`src/common/wake_map.vh`:
```
// Address map, field positions and reset values of the key-on wakeup block
`ifndef WAKE_MAP_VH
`define WAKE_MAP_VH
`define KEY_WAKE_ENABLE_ADDR  16'h0f9a
`define KEY_WAKE_EN_LSB       4
`define KEY_WAKE_EN_MSB       7
`define KEY_WAKE_EN_RESET     4'h0
`define WAKE_STATUS_ADDR      16'h0f9b
`define WAKE_CTRL_ADDR        16'h0f9c
`define WAKE_CTRL_RESET       8'h01
`define LEVEL_MODE_RESET      1'b1
`endif

```
`src/hw/key_on_wakeup.v`:
```
// Key-on wakeup stop release logic with register port
//
// Notes on behaviour
// - Enable register at 0x0F9A; bits 7..4 enable the four key wake pins.
// - Each key wake pin has its own enable bit; disabled key pins never release stop. The stop pin has no enable bit.
// - Enable bits reset to zero; low four bits are undefined, read zero here.
// - Level mode: any enabled wake pin at low level releases stop.
// - Stop pin releases on high level when mode is 1, rising edge when 0.
// - Release condition present at stop entry skips stop and starts warm-up.
`include "wake_map.vh"
module key_on_wakeup #(
  parameter NUM_KEYS = 4
) (
  // Clock and reset
  input  wire        clk,
  input  wire        rstn,
  // Register port
  input  wire [15:0] addr,
  input  wire [7:0]  wdata,
  input  wire        wr,
  input  wire        rd,
  output reg  [7:0]  rdata,
  // Wake pins
  input  wire        stop_pin,
  input  wire        key_wake_pin_a,
  input  wire        key_wake_pin_b,
  input  wire        key_wake_pin_c,
  input  wire        key_wake_pin_d,
  // Power sequencing
  input  wire        stop_entry,
  output reg         in_stop,
  output reg         warmup_start
);
  localparam ST_RUN  = 2'b01;
  localparam ST_STOP = 2'b10;

  reg  [1:0]          state;
  reg  [1:0]          next_state;
  reg  [NUM_KEYS-1:0] key_wake_enable;
  reg                 level_mode;
  reg                 skipped;
  reg                 released;
  reg                 next_warmup;
  wire [NUM_KEYS-1:0] key_pins;
  wire                stop_hit;
  wire                key_hit;
  wire                release_req;

  assign key_pins = {key_wake_pin_d, key_wake_pin_c, key_wake_pin_b, key_wake_pin_a};

  stop_pin_detect u_stop_pin_detect (
    .clk         (clk),
    .rstn        (rstn),
    .stop_pin    (stop_pin),
    .level_mode  (level_mode),
    .armed       (state == ST_STOP),
    .release_hit (stop_hit)
  );

  // Key pins act only in level mode; edge mode leaves them unsupported
  assign key_hit     = level_mode & (|(key_wake_enable & ~key_pins));
  assign release_req = stop_hit | key_hit;

  // Register writes and control
  always @(posedge clk or negedge rstn) begin
    if (!rstn) begin
      key_wake_enable <= `KEY_WAKE_EN_RESET;
      level_mode      <= `LEVEL_MODE_RESET;
    end else if (wr) begin
      if (addr == `KEY_WAKE_ENABLE_ADDR) begin
        key_wake_enable <= wdata[`KEY_WAKE_EN_MSB:`KEY_WAKE_EN_LSB];
      end
      if (addr == `WAKE_CTRL_ADDR) begin
        level_mode <= wdata[0];
      end
    end
  end

  // Read port: enable register is write only and reads zero
  always @(posedge clk or negedge rstn) begin
    if (!rstn) begin
      rdata <= 8'h00;
    end else if (rd) begin
      case (addr)
        `WAKE_STATUS_ADDR: rdata <= {5'h00, skipped, released, in_stop};
        `WAKE_CTRL_ADDR:   rdata <= {7'h00, level_mode};
        default:           rdata <= 8'h00;
      endcase
    end else begin
      rdata <= 8'h00;
    end
  end

  // Stop sequencer
  always @* begin
    next_state  = state;
    next_warmup = 1'b0;
    case (state)
      ST_RUN: begin
        if (stop_entry) begin
          if (stop_pin & level_mode | key_hit | stop_pin & ~level_mode) begin
            next_warmup = 1'b1;
          end else begin
            next_state = ST_STOP;
          end
        end
      end
      ST_STOP: begin
        if (release_req) begin
          next_state  = ST_RUN;
          next_warmup = 1'b1;
        end
      end
      default: begin
        next_state = ST_RUN;
      end
    endcase
  end

  always @(posedge clk or negedge rstn) begin
    if (!rstn) begin
      state        <= ST_RUN;
      in_stop      <= 1'b0;
      warmup_start <= 1'b0;
      skipped      <= 1'b0;
      released     <= 1'b0;
    end else begin
      state        <= next_state;
      in_stop      <= (next_state == ST_STOP);
      warmup_start <= next_warmup;
      if (state == ST_RUN && stop_entry) begin
        skipped  <= next_warmup;
        released <= 1'b0;
      end else if (state == ST_STOP && release_req) begin
        released <= 1'b1;
      end
    end
  end
endmodule // key_on_wakeup

```
`src/hw/stop_pin_detect.v`:
```
// Stop pin release detector: high level or rising edge
module stop_pin_detect (
  // Clock and reset
  input  wire clk,
  input  wire rstn,
  // Pin and mode
  input  wire stop_pin,
  input  wire level_mode,
  input  wire armed,
  // Result
  output wire release_hit
);
  reg stop_pin_prev;

  always @(posedge clk or negedge rstn) begin
    if (!rstn) begin
      stop_pin_prev <= 1'b0;
    end else begin
      stop_pin_prev <= stop_pin;
    end
  end

  // Edge mode only counts rises seen while stop is armed
  assign release_hit = level_mode ? stop_pin : (armed & stop_pin & ~stop_pin_prev);
endmodule // stop_pin_detect

```
`config.mk`:
```
export PLATFORM = sky130hd
export DESIGN_NAME = key_on_wakeup
export DESIGN_NICKNAME = d
export VERILOG_FILES = /design/src/hw/key_on_wakeup.v /design/src/hw/stop_pin_detect.v
export VERILOG_INCLUDE_DIRS = /design/src /design/src/common
export SDC_FILE = /design/constraint.sdc
export NUM_CORES = 1
export LEC_CHECK = 0
export ABC_AREA = 1
export BUFFER_PORTS_ARGS = -buffer_cell sky130_fd_sc_hd__buf_2
export CORE_UTILIZATION = 47
export DETAILED_ROUTE_END_ITERATION = 10
export PLACE_DENSITY = 0.94
export SETUP_SLACK_MARGIN = 0.02
export SLEW_MARGIN = 0
export SYNTH_ARGS = -nofsm -noshare
export SYNTH_HDL_FRONTEND = slang
export SYNTH_SLANG_ARGS = --single-unit
```
`constraint.sdc`:
```
create_clock -name clk -period 2.6 [get_ports clk]
set_clock_uncertainty 0.1 [all_clocks]
set_input_delay 0.26 -clock clk [delete_from_list [all_inputs] [get_ports clk]]
set_output_delay 0.26 -clock clk [all_outputs]
set_load 0.01 [all_outputs]
```
# ---- Yosys cells after proc, flatten, opt, wreduce, memory -nomap -nowiden
# Cells that the tools add are included.
dict set report totals {
  romBits 0
  output_inout_bits 10
  wordCells 46
  memories 0
  register_bits 20
  latch_bits 0
  ramBits 0
}
dict set report op_classes {
  reduce_logical 6
  add_sub_neg 0
  n_lt_le_gt_ge 0
  n_mul 0
  bitwise_logic 12
  shift 0
  muxes 13
  n_eq_ne 6
  n_div 0
}
# operator n
set ops {}
lappend ops {{16-bit by 12-bit == test with 1-bit output, second input constant} 3}
lappend ops {{8-bit two-way mux} 1}
lappend ops {{1-bit two-way mux} 6}
lappend ops {{2-bit two-way mux} 3}
lappend ops {{3-bit one-hot mux with 2 select lines} 1}
lappend ops {{1-bit AND} 5}
lappend ops {{4-bit AND} 1}
lappend ops {{2-bit == test, second input constant} 2}
lappend ops {{4-bit NOT} 1}
lappend ops {{2-bit one-hot mux with 2 select lines} 1}
lappend ops {{2-bit AND reduction} 2}
lappend ops {{4-bit OR reduction} 1}
lappend ops {{1-bit bitwise OR} 3}
lappend ops {{2-bit by 1-bit == test with 1-bit output, second input constant} 1}
lappend ops {{1-bit logical AND} 2}
lappend ops {{1-bit NOT} 2}
lappend ops {{1-bit one-hot mux with 2 select lines} 1}
lappend ops {{2-bit nonzero test} 1}

# ---- Logic depth before layout (Yosys ltp)
dict set report logic_depth {
  word_depth 10
  depth_mapped 11
  depth_no_buf 11
}

# ---- By module
# From an unflattened synthesis, not the netlist that was laid out.
dict set report hier_totals {
  cells_unflattened 112
  hier_area_um2 848.3
}
# mod n_inst cells_each area_each_um2
set modules_own_cells {}
lappend modules_own_cells {key_on_wakeup 1 106 799.5}
lappend modules_own_cells {stop_pin_detect 1 6 48.8}

# ---- Worst setup path after synthesis
# OpenSTA, ideal clock, no wires.
dict set report synth_timing {
  kind {register to register}
  startpoint {register state[0]}
  endpoint {register in_stop}
  setup_ps 71
  slack_ps 1091
  stages_incl_launch_ff 12
  path_buffers 0
  synth_period_minus_slack_ps 1509
  required_ps 2429
  arrival_time_ps 1338
  cell_sequence {dfstp_2 > inv_1 > ha_1 > nand2_1 > o21ai_1 > o21ai_1 > nand2_1 > nand2_1 > nand2_1 > nand2_1 > inv_1 > nor2_1}
}
dict set report synth_between {
  elab_chain_len 8
  word_cells_on_any_way 11
  cone_classes {eq/ne: 3; mux: 5; bitwise: 3}
}
# item line_no
set synth_lines {}
lappend synth_lines {{start, declared} key_on_wakeup.v:37} ;# reg [1:0] state;
lappend synth_lines {{start signal, assigned} key_on_wakeup.v:128} ;# state <= next_state;
lappend synth_lines {{2-bit == test} {key_on_wakeup.v:56, key_on_wakeup.v:98}}
lappend synth_lines {{1-bit AND (2 in series)} stop_pin_detect.v:24} ;# assign release_hit = level_mode ? stop_pin : (armed & stop_pin & ~stop_pin_prev);
lappend synth_lines {{1-bit two-way mux} stop_pin_detect.v:24}
lappend synth_lines {{1-bit bitwise OR} key_on_wakeup.v:62} ;# assign release_req = stop_hit | key_hit;
lappend synth_lines {{2-bit two-way mux} key_on_wakeup.v:109} ;# if (release_req) begin
lappend synth_lines {{2-bit one-hot mux with 2 select lines (*)} key_on_wakeup.v:98} ;# case (state)
lappend synth_lines {{2-bit == test (*)} key_on_wakeup.v:129} ;# in_stop <= (next_state == ST_STOP);
lappend synth_lines {{end signal, assigned} key_on_wakeup.v:129}
lappend synth_lines {{end, declared} key_on_wakeup.v:31} ;# output reg in_stop,
# Mark *: on every way between the ends. The rest lies on a longest branch, timed or not.
# A chain may end at the register's enable or synchronous reset.

# ---- Worst setup path in the final report
dict set report layout_timing {
  startpoint {register state[0]}
  endpoint {register skipped}
}
dict set report layout_between {
  elab_chain_len 7
  word_cells_on_any_way 9
  cone_classes {eq/ne: 2; mux: 3; bitwise: 3; reduce/logical: 1}
}
# item line_no
set layout_lines {}
lappend layout_lines {{2-bit == test} {key_on_wakeup.v:56, key_on_wakeup.v:98}}
lappend layout_lines {{1-bit AND (2 in series)} stop_pin_detect.v:24}
lappend layout_lines {{1-bit two-way mux} stop_pin_detect.v:24}
lappend layout_lines {{1-bit bitwise OR} key_on_wakeup.v:62}
lappend layout_lines {{1-bit two-way mux} key_on_wakeup.v:109}
lappend layout_lines {{1-bit one-hot mux with 2 select lines} key_on_wakeup.v:98}
lappend layout_lines {{end signal, assigned} key_on_wakeup.v:132} ;# skipped <= next_warmup;
lappend layout_lines {{end, declared} key_on_wakeup.v:41} ;# reg skipped;
# Parallel ways exist; a longest one is shown, timed or not.

==> flow_metrics.tcl <==
set metrics [dict create \
    netlist.top_cell.by_area "dfrtp_1" \
    wl_met1_um 651 \
    worstPathCellList "inv_1 > ha_1 > nand2_1 > o21ai_1 > o21ai_1 > nand2_1 > nand2_1 > nand2_1 > nand2_1 > o21ai_1" \
    clockRootBuffer "clkbuf_4" \
    p_total_w 0.0005914 \
    period_needed_ns 1.639 \
    cts_max_level 1 \
    min_path_type "in -> reg" \
    slowest_delay_ns 0.54 \
    die_h_um 44.14 \
    ys_warn_count 0 \
    grt_pass1_wl_mm 2.484 \
    setup_tns_ns 0 \
    clk_pin_slew_ns 0.09 \
    hold_viol 0 \
    ant_nets 0 \
    cp_max_fo 4 \
    switching_share_pct 32.04 \
    crit_required_ns 2.67 \
    die_width_um 44.14 \
    ys_types 18 \
    wl_met2_um 704 \
    wl_per_cell_um 9.122 \
    synthTopCellsByArea "dfrtp_1, nand2_1, inv_1" \
    initial_core_util_pct 52.94 \
    crit_path_end_kind "flip-flop" \
    async_flop_share_pct 100.0 \
    critical_path_class "reg -> reg" \
    antenna_found_initial 0 \
    portBuffers 35 \
    route.met3.wl_um 130 \
    cts.repair.resized 0 \
    synth_area_per_cell_um2 7.656 \
    netlist_area_um2 834.6 \
    ctsLongestPathBuffers 2 \
    cellInternalPower_w 0.0004019 \
    pin_count 44 \
    vias_per_cell 4.573 \
    core-area_mm2 0.001577 \
    power_density_mw_per_mm2 566.7 \
    syn_inst 109 \
    drive_gt1_share_pct 29.73 \
    status "finished, violations left" \
    final.setup.worst_slack_ns 0.9614 \
    rows 14 \
    cts_tree "built" \
    top_layer_used "met4" \
    globalRouteOverflowTotal 0 \
    leakagePower_nw 0.6270 \
    dpl.hpwl_mm 1.224 \
    dieArea_mm2 0.001948 \
    ys_seq_elements 15 \
    drt_pass1_iterations 10 \
    yosys-top-cells-count "nand2_1, inv_1, dfrtp_1" \
    p_sw_w 0.0001895 \
    power.share.clock_pct 21.9 \
    power_frac_comb_pct 30.0 \
    grt_usage_pct 17.14 \
    cp_top_family "flip-flops" \
    finalWirelength_mm 1.496 \
    diodes 0 \
    rsz0062_at_grt "no" \
    violations "DRC" \
    startpoint_type "flip-flop" \
    ir_drop_v 0.0004635 \
    gp_congestion 0.8514 \
    crit_top_cell "nand2_1" \
    insertion_delay_ns 0.28 \
    crit_buf_inv 1 \
    synth_top_area_share_pct 38.98 \
    finalSetupViolCount 0 \
    slew_violations 0 \
    grt_max_degree 16 \
    synth_edf_count 0 \
    initialDrtViolationCount 20 \
    holdWs_ns 0.02673 \
    drc 1 \
    ys_seq_area_share_pct 45.28 \
    yosysMostFrequentCell "nand2_1" \
    numCtsBuffers 3 \
    fmax_mhz 610.3 \
    syn2layout_area_growth_pct 25.04 \
    grt_pass1_vias 693 \
    final.period_utilization_pct 63.02 \
    sequentialPowerShare_pct 48.1 \
    synthFlopType "dfrtp_1" \
    cp.arrival_ns 1.71 \
    numClockSinks 15 \
    num_vias 750 \
    drv_cap 0 \
    nNetsFinal 185 \
    dpl_worst_slack_ns 0.9743 \
    crit_slowest_cell "dfstp_2" \
]
power by group through the flow:
stage / registers [W] / logic [W] / clock network (W)
2_1_floorplan: 0.000289 / 0.000124 / 0
3_3_place_gp: 0.000287 / 0.000171 / 0
4_1_cts: 0.000285 / 0.000179 / 0.000134
6_report: 0.000285 / 0.000177 / 0.000129
3_5_place_dp: 0.000289 / 0.000177 / 0
5_1_grt: 0.000287 / 0.000208 / 0.000146
cell type report:
| class | count | area (µm²) |
|---|---|---|
| sequential | 15 | 377.9 |
| multi-input combinational | 69 | 344.1 |
| timing repair buffer | 36 | 185.2 |
| clock buffer | 4 | 26.28 |
| tap | 16 | 20.02 |
| inverter | 24 | 90.09 |
| fill | 137 | 533.0 |
registers in the layout, summed over array words and instances, names as in the netlist:
signal,flops
key_wake_enable,4
rdata,3
state,2
in_stop,1
level_mode,1
released,1
skipped,1
u_stop_pin_detect.stop_pin_prev,1
warmup_start,1
metal layers:
metal	global-route usage [%]	up-vias
li1	-	404
met1	17.28	314
met2	32.06	30
met3	6.122	2
met4	6.061	0
met5	0	-
per-stage QoR:
stage | util [%] | cells | instance area, µm²
finish | 66.19 | 164 | 1044
global route | 66.19 | 164 | 1044
CTS | 66.19 | 164 | 1044
detailed placement | 63.89 | 159 | 1007
global placement | 63.89 | 159 | 1007
floorplan | - | 113 | 849.6
logic make-up after synthesis:
group | share of synthesized area [%]
AO/OA/AOI/OAI | 7.646
adder cells (fa/ha/maj) | 2.998
buffers and inverters | 15.29
flip-flops | 45.28
other | 0.4493
AND/OR/NAND/NOR | 28.34
placed cells by master (no fill, tap or decap), types with 3 or more instances in the layout:
cell type / netlist / layout
inv_1: 24 / 24
nand3_1: 5 / 5
o21ai_1: 8 / 8
nand4_1: 4 / 4
clkbuf_4: 0 / 3
conb_1: 1 / 5
nand2_1: 27 / 27
dfrtp_1: 13 / 13
a21oi_1: 3 / 3
buf_2: 0 / 35
nor2_1: 9 / 9
worst register-to-register path, cell delays in order (launching register included):
cell	delay [ns]
dfstp_2	0.54
inv_1	0.05
ha_1	0.23
nand2_1	0.08
o21ai_1	0.05
o21ai_1	0.10
nand2_1	0.07
nand2_1	0.11
nand2_1	0.07
nand2_1	0.08
o21ai_1	0.06
repair_timing:
item | 4_1_cts | 5_1_grt
hold endpoints to repair | 13 | 0
hold buffers | 1 | 0
setup buffers | 0 | 0
final timing paths:
check	endpoint	startpoint	slack [ns]	depth (start not counted)
max in group asynchronous	state[0]	rstn	1.78	2
min in group asynchronous	key_wake_enable[1]	rstn	0.31	2
worst max-delay path	skipped	state[0]	0.96	10
worst min register to register	skipped	skipped	0.39	2
worst min-delay path	u_stop_pin_detect.stop_pin_prev	stop_pin	0.03	1
worst max register to register	skipped	state[0]	0.96	10
No activity file was read; power rests on OpenSTA's default activity.
